**config.mk**
```make
export PLATFORM = sky130hd
export DESIGN_NAME = quad_e1_framer_host_port
export DESIGN_NICKNAME = d
export VERILOG_FILES = /design/src/pkg/host_port_pkg.sv /design/src/pkg/pin_sample_if.sv /design/src/rtl/strobe_sampler.sv /design/src/rtl/quad_e1_framer_host_port.sv
export VERILOG_INCLUDE_DIRS = /design/src /design/src/pkg
export SDC_FILE = /design/constraint.sdc
export NUM_CORES = 1
export LEC_CHECK = 0
export BUFFER_PORTS_ARGS = -buffer_cell sky130_fd_sc_hd__buf_2
export CAP_MARGIN = 30
export CORE_MARGIN = 4
export CORE_UTILIZATION = 51
export DETAILED_ROUTE_END_ITERATION = 8
export PLACE_DENSITY = 0.92
export SLEW_MARGIN = 0
export SYNTH_ARGS = -nofsm -noshare
export SYNTH_HDL_FRONTEND = slang
export SYNTH_SLANG_ARGS = --single-unit
```
**constraint.sdc**
```tcl
create_clock -name clk -period 3.1 [get_ports clk]
set_input_delay 0.155 -clock clk [delete_from_list [all_inputs] [get_ports clk]]
set_output_delay 0.155 -clock clk [all_outputs]
set_load 0.03 [all_outputs]
```
**src/pkg/host_port_regs.svh**
```systemverilog
/*
 Constants of the host register port: bus widths, the two locations of the
 production test flag, its bit position and the number of interrupt sources.
 Assumes inclusion by its bare name from any file that needs the figures.
*/
`ifndef HOST_PORT_REGS_SVH
`define HOST_PORT_REGS_SVH

`define HP_ADDR_W          10
`define HP_DATA_W          8
`define HP_TEST_ADDR_LOW   10'h00B
`define HP_TEST_ADDR_HIGH  10'h20B
`define HP_TEST_FLAG_BIT   0
`define HP_TEST_FLAG_RST   1'h1
`define HP_NUM_SRC         8
`define HP_ADDR_RST        10'h000
`define HP_DATA_RST        8'h00

`endif

```
**src/pkg/host_port_pkg.sv**
```systemverilog
/*
 Types shared by the host register port modules.
 Assumes host_port_regs.svh is reachable on the include path.
*/
`include "host_port_regs.svh"

package host_port_pkg;

   typedef logic [`HP_ADDR_W-1:0] addr_t;
   typedef logic [`HP_DATA_W-1:0] data_t;

   typedef enum logic [1:0] {
      ACC_IDLE  = 2'h0,
      ACC_READ  = 2'h1,
      ACC_WRITE = 2'h2
   } access_state_t;

endpackage : host_port_pkg

```
**src/pkg/pin_sample_if.sv**
```systemverilog
/*
 Carrier between the top of the host port and its pin sampler: sampled
 pin levels in, held address, held write data and the write commit event out.
 Assumes one clock domain; all signals change on the rising edge of clk.
*/
`timescale 1ns/1ns
`default_nettype none

interface pin_sample_if;
   logic                 select_n;
   logic                 write_n;
   logic                 ale;
   host_port_pkg::addr_t addr_pin;
   host_port_pkg::data_t data_pin;
   host_port_pkg::addr_t addr_held;
   host_port_pkg::data_t data_held;
   logic                 write_rise;

   modport top (output select_n, write_n, ale, addr_pin, data_pin,
                input  addr_held, data_held, write_rise);
   modport sampler (input  select_n, write_n, ale, addr_pin, data_pin,
                    output addr_held, data_held, write_rise);
endinterface : pin_sample_if

`default_nettype wire

```
**src/rtl/strobe_sampler.sv**
```systemverilog
/*
 Address latch and write strobe edge finder of the host port.
 Assumes pins already synchronous to clk and reset by the top.
*/
`timescale 1ns/1ns
`default_nettype none
`include "host_port_regs.svh"

module strobe_sampler (
   // Clock and reset
   input  wire logic    clk,
   input  wire logic    resetn,
   // Pin side
   pin_sample_if.sampler pins
);

   logic write_prev_n;

   // Transparent while latch enable high, frozen while low
   always_ff @(posedge clk or negedge resetn) begin
      if (!resetn) begin
         pins.addr_held <= `HP_ADDR_RST;
      end else if (pins.ale) begin
         pins.addr_held <= pins.addr_pin;
      end
   end

   // Data taken while the strobe is still low, so the rising edge
   // uses the value the host set up, not one already moving
   always_ff @(posedge clk or negedge resetn) begin
      if (!resetn) begin
         pins.data_held <= `HP_DATA_RST;
      end else if (!pins.write_n) begin
         pins.data_held <= pins.data_pin;
      end
   end

   always_ff @(posedge clk or negedge resetn) begin
      if (!resetn) begin
         write_prev_n <= 1'h1;
      end else begin
         write_prev_n <= pins.write_n;
      end
   end

   assign pins.write_rise = !write_prev_n && pins.write_n && !pins.select_n;

   a_addr_hold: assert property (@(posedge clk) disable iff (!resetn)
      !pins.ale |=> pins.addr_held == $past(pins.addr_held))
      else $error("address moved while latch closed");

   a_addr_pass: assert property (@(posedge clk) disable iff (!resetn)
      pins.ale |=> pins.addr_held == $past(pins.addr_pin))
      else $error("address not passed while latch open");

endmodule : strobe_sampler

`default_nettype wire

```
**src/rtl/quad_e1_framer_host_port.sv**
```systemverilog
/*
 Host register port of the quad framer: select, read and write strobes,
 latched 10-bit address, 8-bit two-way data bus, open-drain interrupt.
 Assumes all pins synchronous to clk; internal blocks answer reg_rdata
 combinationally from reg_addr and hold their own masked interrupt levels.
*/
`timescale 1ns/1ns
`default_nettype none
`include "host_port_regs.svh"

// What this block does
// Host keeps select low through each access; strobes ignored while select high.
// Select high clears the production test flag, read at two locations.
// Host reads by pulsing read strobe low with select low, address valid.
// Addressed register drives data bus while read strobe and select are low.
// Write data captured on write strobe rising edge while select low.
// Address latch transparent while latch enable high, holds while low.
// Ten address lines decode to one internal register per access.
// Reset input low resets the whole port at once, no clock needed.
// Interrupt pin pulled low when any unmasked internal source is active.
// Interrupt pin held low until every active unmasked source is acknowledged.
// Data bus left undriven except during a selected read.

module quad_e1_framer_host_port (
   // Clock and reset
   input  wire logic                  clk,
   input  wire logic                  resetn,
   // Host strobes and address
   input  wire logic                  host_select_n,
   input  wire logic                  read_strobe_n,
   input  wire logic                  write_strobe_n,
   input  wire logic                  addr_latch_en,
   input  wire host_port_pkg::addr_t  addr,
   // Two-way data bus
   input  wire host_port_pkg::data_t  data_in,
   output var  host_port_pkg::data_t  data_out,
   output var  logic                  data_oe,
   // Open-drain interrupt
   output var  logic                  irq_out_n,
   output var  logic                  irq_oe,
   // Internal register access
   output var  host_port_pkg::addr_t  reg_addr,
   output var  host_port_pkg::data_t  reg_wdata,
   output var  logic                  reg_wr,
   output var  logic                  reg_rd,
   input  wire host_port_pkg::data_t  reg_rdata,
   // Internal interrupt sources and test mode
   input  wire logic [`HP_NUM_SRC-1:0] src_irq,
   output var  logic                  production_test_flag
);

   host_port_pkg::access_state_t state;
   host_port_pkg::access_state_t next_state;
   host_port_pkg::data_t         next_rdata;
   logic                         read_sel;
   logic                         write_sel;

   pin_sample_if pins ();

   assign pins.select_n = host_select_n;
   assign pins.write_n  = write_strobe_n;
   assign pins.ale      = addr_latch_en;
   assign pins.addr_pin = addr;
   assign pins.data_pin = data_in;

   strobe_sampler u_sampler (
      .clk    (clk),
      .resetn (resetn),
      .pins   (pins)
   );

   // Both test flag locations decode alike
   function automatic logic is_test_addr(input host_port_pkg::addr_t a);
      is_test_addr = (a == `HP_TEST_ADDR_LOW) || (a == `HP_TEST_ADDR_HIGH);
   endfunction : is_test_addr

   // Strobes only count with select low
   assign read_sel  = !host_select_n && !read_strobe_n;
   assign write_sel = !host_select_n && !write_strobe_n;

   // Read wins if the host asserts both strobes while idle
   always_comb begin
      next_state = state;
      case (state)
         host_port_pkg::ACC_IDLE: begin
            if (read_sel) begin
               next_state = host_port_pkg::ACC_READ;
            end else if (write_sel) begin
               next_state = host_port_pkg::ACC_WRITE;
            end
         end
         host_port_pkg::ACC_READ: begin
            if (!read_sel) begin
               next_state = host_port_pkg::ACC_IDLE;
            end
         end
         host_port_pkg::ACC_WRITE: begin
            // Deselect mid-write abandons the access
            if (host_select_n || write_strobe_n) begin
               next_state = host_port_pkg::ACC_IDLE;
            end
         end
         default: begin
            next_state = host_port_pkg::ACC_IDLE;
         end
      endcase
   end

   always_ff @(posedge clk or negedge resetn) begin
      if (!resetn) begin
         state <= host_port_pkg::ACC_IDLE;
      end else begin
         state <= next_state;
      end
   end

   // Address follows the latch every cycle, so internal read data is ready
   always_ff @(posedge clk or negedge resetn) begin
      if (!resetn) begin
         reg_addr <= `HP_ADDR_RST;
      end else begin
         reg_addr <= pins.addr_held;
      end
   end

   // Write commit pulse with the data set up under the low strobe
   always_ff @(posedge clk or negedge resetn) begin
      if (!resetn) begin
         reg_wr    <= 1'h0;
         reg_wdata <= `HP_DATA_RST;
      end else begin
         reg_wr <= (state == host_port_pkg::ACC_WRITE) && pins.write_rise;
         if ((state == host_port_pkg::ACC_WRITE) && pins.write_rise) begin
            reg_wdata <= pins.data_held;
         end
      end
   end

   // One pulse per read, for blocks that clear status on read
   always_ff @(posedge clk or negedge resetn) begin
      if (!resetn) begin
         reg_rd <= 1'h0;
      end else begin
         reg_rd <= (state == host_port_pkg::ACC_IDLE) && read_sel;
      end
   end

   always_comb begin
      next_rdata = reg_rdata;
      if (is_test_addr(reg_addr)) begin
         next_rdata[`HP_TEST_FLAG_BIT] = production_test_flag;
      end
   end

   // Driver on only while selected and read-strobed; one clock of lag
   always_ff @(posedge clk or negedge resetn) begin
      if (!resetn) begin
         data_oe  <= 1'h0;
         data_out <= `HP_DATA_RST;
      end else begin
         data_oe <= read_sel;
         if (read_sel) begin
            data_out <= next_rdata;
         end
      end
   end

   // Set by reset, cleared by the first high level seen on select
   always_ff @(posedge clk or negedge resetn) begin
      if (!resetn) begin
         production_test_flag <= `HP_TEST_FLAG_RST;
      end else if (host_select_n) begin
         production_test_flag <= 1'h0;
      end
   end

   // Sources hold their level until acknowledged, so a plain OR keeps
   // the pin low until the last one is served
   always_ff @(posedge clk or negedge resetn) begin
      if (!resetn) begin
         irq_oe    <= 1'h0;
         irq_out_n <= 1'h0;
      end else begin
         irq_oe    <= |src_irq;
         irq_out_n <= 1'h0;
      end
   end

   a_read_drive: assert property (@(posedge clk) disable iff (!resetn)
      read_sel |=> data_oe && data_out == $past(next_rdata))
      else $error("selected read did not drive the bus");

   a_bus_release: assert property (@(posedge clk) disable iff (!resetn)
      !read_sel |=> !data_oe)
      else $error("data bus driven outside a read");

   a_write_commit: assert property (@(posedge clk) disable iff (!resetn)
      (state == host_port_pkg::ACC_WRITE) && !host_select_n && !write_strobe_n
      ##1 !host_select_n && write_strobe_n
      |=> reg_wr && reg_wdata == $past(pins.data_held))
      else $error("write edge not committed");

   a_no_stray_write: assert property (@(posedge clk) disable iff (!resetn)
      $past(host_select_n) |-> !reg_wr)
      else $error("write committed while deselected");

   a_addr_follow: assert property (@(posedge clk) disable iff (!resetn)
      reg_wr |-> reg_addr == $past(pins.addr_held))
      else $error("write address not the latched one");

   a_flag_clear: assert property (@(posedge clk) disable iff (!resetn)
      host_select_n |=> !production_test_flag [*2])
      else $error("test flag not cleared by select high");

   a_reset_values: assert property (@(posedge clk) disable iff (!resetn)
      $rose(resetn) |-> !data_oe && !reg_wr && !irq_oe && production_test_flag)
      else $error("outputs not at reset values");

   a_irq_assert: assert property (@(posedge clk) disable iff (!resetn)
      (|src_irq) |=> irq_oe && !irq_out_n)
      else $error("interrupt not raised for active source");

   a_irq_release: assert property (@(posedge clk) disable iff (!resetn)
      (|src_irq) ##1 !(|src_irq) |=> !irq_oe)
      else $error("interrupt not released after acknowledge");

endmodule : quad_e1_framer_host_port

`default_nettype wire

```
==> results.cfg, run 1 <==
[power]
power_density_nw_per_um2 = 581
leakage_nw = 1.21
vdd_ir_drop_max_v = 0.000443
power.total_mw = 1.44

[cells_and_area]
area_delta_synth_final_pct = 36.3
drive_above_1_share = 0.564
nNetsFinal = 241
final_area_um2 = 2480
diodes = 0
fin_cells = 248

[timing]
tightest_slew_ns = 0.707
finalSetupViolCount = 0
period_needed_ns = 1.95
report.final.slew_viol_count = 0
fin_ws_ns = 1.15
fin_skew_ns = 0.00785
setup_tns_ns = 0
fmax_ghz = 0.513
min_period_over_period = 0.629
relSlewSlack = 0.527
hold_viol = 0
rsz0062_at_grt = false

[worst_hold_path]
hold_path_class = in2reg
hold_depth = 2
hold_path.startpoint = addr[5]
hold_end = u_sampler.pins.addr_held[5]

[clock_tree]
cts_inserted_buffers = 5
cts_root_buffer = clkbuf_4
cts_setup_buffers = 0
clockBufferDepth = 2
tritoncts = yes
cts.sink_count = 52
clk_pin_slew_ns = 0.13
clkLatencyLatePin_ns = 0.36
cts_htree_levels = 2

[setup_path]
worst-path-buf-inv = 4
crit_path_frequent_cell = dlygate4sd3_1
critPathCaptureType = flop
worstSetupPathDepth = 6
cp_slowest_cell = dlygate4sd3_1
slowest_delay_ns = 0.58
timing.critical_path.cells = dlygate4sd3_1 > buf_2 > nor4_1 > dlygate4sd3_1 > nand2_1 > dlygate4sd3_1
r2r_start = reg_addr[5]
worstPathMaxFanout = 1
r2r_setup_slack_ns = 1.44
path_class = in2reg
r2r_end = data_out[0]
cp.arrival_ns = 2.20
reg2reg_depth = 3
path_delay_family = buffers and inverters
worst_ep_required_time_ns = 3.35
cp-start-kind = primary input

[global_route]
globalRoute.totalOverflow = 0
antenna_found_initial = 0
grt_pass1_vias = 1232
grt_max_degree = 29
grt_pass1_wl_um = 5510
grt_usage = 0.170

[place]
place_area_um2 = 2230
hpwl_um = 2730
dp.cells = 222
port-buffer-count = 70
post-place-ws_ns = 1.47
globalplace.congestion = 0.721

[logic_synthesis]
syn_avg_cell_area_um2 = 16.7
netlist_instances = 109
synth_top_area_share = 0.687
yosysMostFrequentCell = dfrtp_1
yosys-top-cells-area = dfrtp_1 (69%), mux2_2 (20%), dfstp_2 (2.9%)
ys.flop_type = dfrtp_1
yosys_warnings = 0
ys_seq_area_frac = 0.716
syn_nets = 149
ys_ff_latch = 52
async_flop_share = 1.00
synthDistinctLibCells = 19
syn_area_um2 = 1820
synth_edf_count = 0
post-synth-top-area-cell = dfrtp_1
synth_common_cells = dfrtp_1 (50), mux2_2 (33), nor4_1 (4)

[detailed_routing]
dr.first_iter.drc_count = 38
dr.pass1.iters = 3
num_vias = 1200
drc = 0
viasPerCell = 4.84
wirelength_um = 3680
wl_per_cell_um = 14.8
antenna_left = 0

[floorplan]
num_io_pins = 72
core_um2 = 3390
num_rows = 21
dieArea_um2 = 4590
chipWidth_um = 67.8
start_util = 0.537
die_h_um = 67.8

[run_status]
status = finished clean

[flow_run]
max-cap-violations = 0
-- placed cells by master, fill, tap and decap left out --
| master | count |
|---|---|
| dlygate4sd3_1 | 18 |
| buf_2 | 70 |
| nor2b_1 | 1 |
| mux2_2 | 33 |
| nor2_1 | 3 |
| nor3_1 | 1 |
| conb_1 | 1 |
| inv_1 | 1 |
| clkbuf_1 | 1 |
| dfstp_2 | 2 |
| o41ai_1 | 1 |
| or4_1 | 2 |
| nand4b_1 | 1 |
| nor4_1 | 4 |
| nand2_1 | 2 |
| nand3b_1 | 1 |
| bufinv_16 | 1 |
| clkinv_2 | 1 |
| or4b_4 | 1 |
| clkbuf_4 | 5 |
| buf_12 | 1 |
| a31oi_1 | 1 |
| dfrtp_1 | 50 |
-- how the worst max path moves through the flow --
stage / start / slack [ns] / end
floorplan: reg_addr[5] / 1.37 / data_out[0]
global placement: reg_addr[5] / 1.51 / data_out[0]
detailed placement: reg_addr[5] / 1.47 / data_out[0]
CTS: src_irq[4] / 1.18 / irq_oe
global route: src_irq[4] / 1.07 / irq_oe
finish: src_irq[4] / 1.15 / irq_oe
-- layer usage --
layer	GRT usage	up-vias	share of wire
li1	-	567	-
met1	0.173	580	0.35
met2	0.311	47	0.55
met3	0.0682	6	0.082
met4	0.0582	0	0.012
met5	0	-	0
-- registers in the layout, indices dropped and copies added (netlist names) --
register,cells
reg_wr,1
u_sampler.write_prev_n,1
production_test_flag,1
reg_rd,1
u_sampler.pins.addr_held,10
irq_oe,1
reg_wdata,8
reg_addr,10
data_oe,1
data_out,8
u_sampler.pins.data_held,8
state,2
-- cell families (layout without fill, tap and decap cells) --
| group | after synthesis | count (layout) | synth area share |
|---|---|---|---|
| flops | 52 | 52 | 0.716 |
| simple gates | 16 | 16 | 0.0549 |
| other cells | 1 | 1 | 0.00206 |
| buf+inv | 5 | 98 | 0.0151 |
| mux | 33 | 33 | 0.204 |
| compound gates | 2 | 2 | 0.00824 |
-- final cells by class --
class | count | area (um^2)
Sequential cell | 52 | 1300
Fill cell | 232 | 907
Timing Repair Buffer | 89 | 551
Multi-Input combinational cell | 52 | 490
Tap cell | 46 | 57.6
Clock buffer | 6 | 41.3
Clock inverter | 2 | 35.0
Inverter | 1 | 3.75
-- worst reg2reg max path: cells and delay by family (launching register included) --
family / cells / cell delay (ns)
and+or+nand+nor: 2 / 1.01
DFF: 1 / 0.40
AOI/OAI and AO/OA: 1 / 0.17
-- power breakdown --
group	leakage (nW)	internal [mW]	switching (mW)	total, mW
clock network	0.0422	0.169	0.191	0.360
logic	0.548	0.118	0.173	0.291
registers	0.622	0.753	0.0382	0.791
total	1.21	1.04	0.402	1.44
-- through the flow --
step,utilization,hold WS (ns)
after floorplan,-,-0.141
after global placement,0.651,0.344
after detailed placement,0.657,0.174
after CTS,0.703,0.00331
after global routing,0.732,0.000438
final,0.732,0.0211
-- what timing repair did --
action	4_1_cts	5_1_grt
gates resized for setup	0	0
hold endpoints to repair	30	10
hold buffers	8	10
Power figures use the tool's default switching activity.
==> run 2: changes to the inputs <==
CORE_UTILIZATION = 47   (was 51)
PLACE_DENSITY = 0.87   (was 0.92)
clock period = 1.9 ns   (was 3.1 ns; I/O delays follow)
==> run 2 against run 1 <==
Clock power up 71%. Clock-buffer cell count up 2. Power up 64%. Largest cell class unchanged. Highest routed layer unchanged.
==> results.cfg, run 2 (synthesis results as in run 1) <==
[setup_path]
worst_ep_required_time_ns = 2.12
timing.critical_path.cells = or4b_4 > or4_1 > a31oi_1
cp.arrival_ns = 1.86
cp-start-kind = flop
path_class = reg2reg
slowest_delay_ns = 0.54
critPathCaptureType = flop
worstPathMaxFanout = 2
cp_slowest_cell = or4b_4

[clock_tree]
cts_inserted_buffers = 5
clk_pin_slew_ns = 0.08
cts.sink_count = 52
cts_htree_levels = 2
cts_root_buffer = clkbuf_8
tritoncts = yes
cts_setup_buffers = 0
clockBufferDepth = 2
clkLatencyLatePin_ns = 0.29

[detailed_routing]
drc = 0
wl_per_cell_um = 14.5
wirelength_um = 3480
num_vias = 1147
dr.first_iter.drc_count = 17
antenna_left = 0
viasPerCell = 4.78
dr.pass1.iters = 4

[global_route]
globalRoute.totalOverflow = 0
grt_max_degree = 32
grt_usage = 0.158
antenna_found_initial = 0
grt_pass1_vias = 1330
grt_pass1_wl_um = 6080

[cells_and_area]
utilization = 0.642
area_delta_synth_final_pct = 30.9
drive_above_1_share = 0.609
layout_common_cells = buf_2 (70), dfrtp_1 (50), mux2_2 (33)
largest_registers = reg_addr: 10 flops, u_sampler.pins.addr_held: 10 flops
fillers = 293
diodes = 0
nNetsFinal = 231
layout_commonest_cell = buf_2
final_area_um2 = 2380

[timing]
min_period_over_period = 0.863
setup_tns_ns = 0
rsz0062_at_grt = false
holdWs_ns = 0.0284
hold_viol = 0
fin_skew_ns = 0.00126
period_needed_ns = 1.64
finalSetupViolCount = 0
relSlewSlack = 0.567
fmax_ghz = 0.610
tightest_slew_ns = 0.649
report.final.slew_viol_count = 0

[power]
leakage_nw = 1.17
power.total_mw = 2.36
vdd_ir_drop_max_v = 0.000535
power_density_nw_per_um2 = 990

[floorplan]
chipWidth_um = 70.3
dieArea_um2 = 4940
start_util = 0.490
core_um2 = 3720
num_rows = 22
num_io_pins = 72
die_h_um = 70.3

[run_status]
status = finished clean

[place]
place_area_um2 = 2240
globalplace.congestion = 0.743
port-buffer-count = 70

[flow_run]
max-cap-violations = 0

[worst_hold_path]
hold_path_class = in2reg
-- run 2: path summary, 6_finish.rpt --
path | start | end | slack, ns | cells after the start
worst min-delay path | data_in[6] | u_sampler.pins.data_held[6] | 0.03 | 2
worst max-delay path | reg_addr[5] | data_out[0] | 0.26 | 3
worst max register to register | reg_addr[5] | data_out[0] | 0.26 | 3
worst min register to register | u_sampler.pins.addr_held[8] | reg_addr[8] | 0.37 | 0
min in group asynchronous | resetn | reg_wr | 0.37 | 2
max in group asynchronous | resetn | reg_wdata[1] | 0.92 | 3
-- run 2: area by class of cell --
cell class / count / area (um^2) / share of cell area
Sequential cell: 52 / 1300 / 0.547
Timing Repair Buffer: 79 / 430 / 0.180
Multi-Input combinational cell: 52 / 497 / 0.208
Clock buffer: 8 / 90.1 / 0.0378
Tap cell: 48 / 60.1 / 0.0252
Inverter: 1 / 3.75 / 0.00157
-- run 2: repair_timing --
item | CTS | global route
resized for setup | 0 | 1
hold buffers | 6 | 0
hold endpoints to repair | 30 | 0
endpoints found under the setup margin | 0 | 1
-- run 2: metrics by stage --
stage,setup WS (ns),cells
after floorplan,0.169,109
after global placement,0.317,227
after detailed placement,0.287,227
after CTS,0.0480,241
after global routing,0.200,240
final,0.260,240
-- run 2: routing by layer --
metal | track usage | wire [um] | up-vias
met4 | 0.0787 | 74 | 0
li1 | - | - | 545
met2 | 0.266 | 1770 | 49
met5 | 0 | 0 | -
met1 | 0.187 | 1430 | 547
met3 | 0.0403 | 209 | 6
-- run 2: critical path, delay by kind of cell, from the launching register on --
kind / cells / cell delay [ns]
AOI/OAI and AO/OA: 1 / 0.16
DFF: 1 / 0.40
and+or+nand+nor: 2 / 1.01
-- run 2: power breakdown --
group	total [mW]	switching (mW)	internal, mW
Clock	0.614	0.317	0.297
Combinational	0.454	0.277	0.177
Sequential	1.29	0.0631	1.23
==> run 3: changes to the inputs <==
CTS_BUF_LIST = sky130_fd_sc_hd__clkbuf_16   (was default)
==> run 3 against run 2 <==
Setup slack lost 0.0028 ns. Register-to-register slack hardly changed. Hold slack got worse by 0.023 ns. Combinational power hardly changed. Final cell count shrank 0.42%. Sequential share of layout area shrank 0.68 points. Flip-flop and latch count is the same. Power grew 8.6%. Utilization is 0.81 points higher. First-iteration DRC count up 140%. Largest cell class unchanged. Highest routed layer unchanged.
==> results.cfg, run 3 (synthesis results as in run 1) <==
[run_status]
status = finished clean

[place]
place_area_um2 = 2240
dp.cells = 227
port-buffer-count = 70
globalplace.congestion = 0.743

[cells_and_area]
layout_common_cells = buf_2 (70), dfrtp_1 (50), mux2_2 (33)
layout_commonest_cell = buf_2
diodes = 0
utilization = 0.650
fillers = 291
fin_cells = 239
final_area_um2 = 2410
nNetsFinal = 230
area_delta_synth_final_pct = 32.6
largest_registers = reg_addr: 10 flops, u_sampler.pins.addr_held: 10 flops
drive_above_1_share = 0.602

[timing]
fin_skew_ns = 0.00485
rsz0062_at_grt = false
setup_tns_ns = 0
report.final.slew_viol_count = 0
finalSetupViolCount = 0
min_period_over_period = 0.865
period_needed_ns = 1.64
hold_viol = 0
fmax_ghz = 0.609
relSlewSlack = 0.570
tightest_slew_ns = 0.645

[setup_path]
worstPathMaxFanout = 9
critPathCaptureType = flop
cp-start-kind = primary input
path_class = in2reg
worst_ep_required_time_ns = 2.06
cp.arrival_ns = 1.81

[clock_tree]
clkLatencyLatePin_ns = 0.28
cts_htree_levels = 2
tritoncts = yes
cts_setup_buffers = 0
clockBufferDepth = 2
cts_inserted_buffers = 5
clk_pin_slew_ns = 0.06
cts_root_buffer = clkbuf_16
cts.sink_count = 52

[detailed_routing]
viasPerCell = 4.78
dr.pass1.iters = 4
wirelength_um = 3450
num_vias = 1142
dr.first_iter.drc_count = 41
drc = 0
wl_per_cell_um = 14.4
antenna_left = 0

[power]
leakage_nw = 1.20
switching_power_mw = 0.683
power.total_mw = 2.56
switching_share = 0.266
seq_power_share = 0.505
power_density_nw_per_um2 = 1060
combinationalPowerShare = 0.176
vdd_ir_drop_max_v = 0.000570
pwr-share-clk = 0.319
internal_power_mw = 1.88

[floorplan]
num_io_pins = 72
start_util = 0.490
num_rows = 22
die_h_um = 70.3
dieArea_um2 = 4940
chipWidth_um = 70.3
core_um2 = 3720

[worst_hold_path]
hold_path_class = in2reg

[global_route]
grt_usage = 0.159
globalRoute.totalOverflow = 0
antenna_found_initial = 0
grt_max_degree = 32
grt_pass1_vias = 1286
grt_pass1_wl_um = 6040

[flow_run]
max-cap-violations = 0
## run 3: path summary, 6_finish.rpt
check	depth (start not counted)	startpoint	end	slack, ns
worst min register to register	0	u_sampler.pins.addr_held[8]	reg_addr[8]	0.37
worst max-delay path	4	host_select_n	reg_wdata[0]	0.26
min in group asynchronous	2	resetn	reg_wr	0.38
max in group asynchronous	3	resetn	reg_wdata[1]	0.90
worst max register to register	3	reg_addr[5]	data_out[0]	0.27
worst min-delay path	3	src_irq[2]	irq_oe	0.005
## run 3: power groups by stage
stage	sequential, mW	combinational [mW]	clock, mW
global placement	1.31	0.443	0
detailed placement	1.32	0.454	0
floorplan	1.47	0.115	0
finish	1.29	0.452	0.817
CTS	1.30	0.460	0.835
global route	1.31	0.485	0.881
## run 3: per-layer routing
| layer | track usage | share of wire | up-vias |
|---|---|---|---|
| li1 | - | - | 544 |
| met1 | 0.183 | 0.40 | 545 |
| met2 | 0.272 | 0.52 | 45 |
| met4 | 0.0787 | 0.022 | 0 |
| met5 | 0 | 0 | - |
| met3 | 0.0403 | 0.060 | 8 |
## run 3: layout make-up
| cell class | count | area (um^2) | area share |
|---|---|---|---|
| Tap cell | 48 | 60.1 | 0.0249 |
| Timing Repair Buffer | 78 | 420 | 0.174 |
| Clock buffer | 5 | 125 | 0.0518 |
| Clock inverter | 3 | 11.3 | 0.00466 |
| Multi-Input combinational cell | 52 | 490 | 0.203 |
| Inverter | 1 | 3.75 | 0.00155 |
| Sequential cell | 52 | 1300 | 0.540 |
## run 3: critical path, cell delays in order
cell and delay [ns]:
dlygate4sd3_1 0.53, buf_2 0.15, or4_1 0.68, mux2_2 0.34
## run 3: timing repair
item                      CTS  global route
hold buffers                4             0
resized for setup           0             0
hold endpoints to repair   29             0
## run 3: stage by stage
stage / setup WS [ns] / hold WS [ns]
global route: 0.188 / 0.0123
floorplan: 0.169 / -0.201
detailed placement: 0.287 / 0.158
CTS: 0.251 / 0.000502
global placement: 0.317 / 0.149
finish: 0.257 / 0.00513
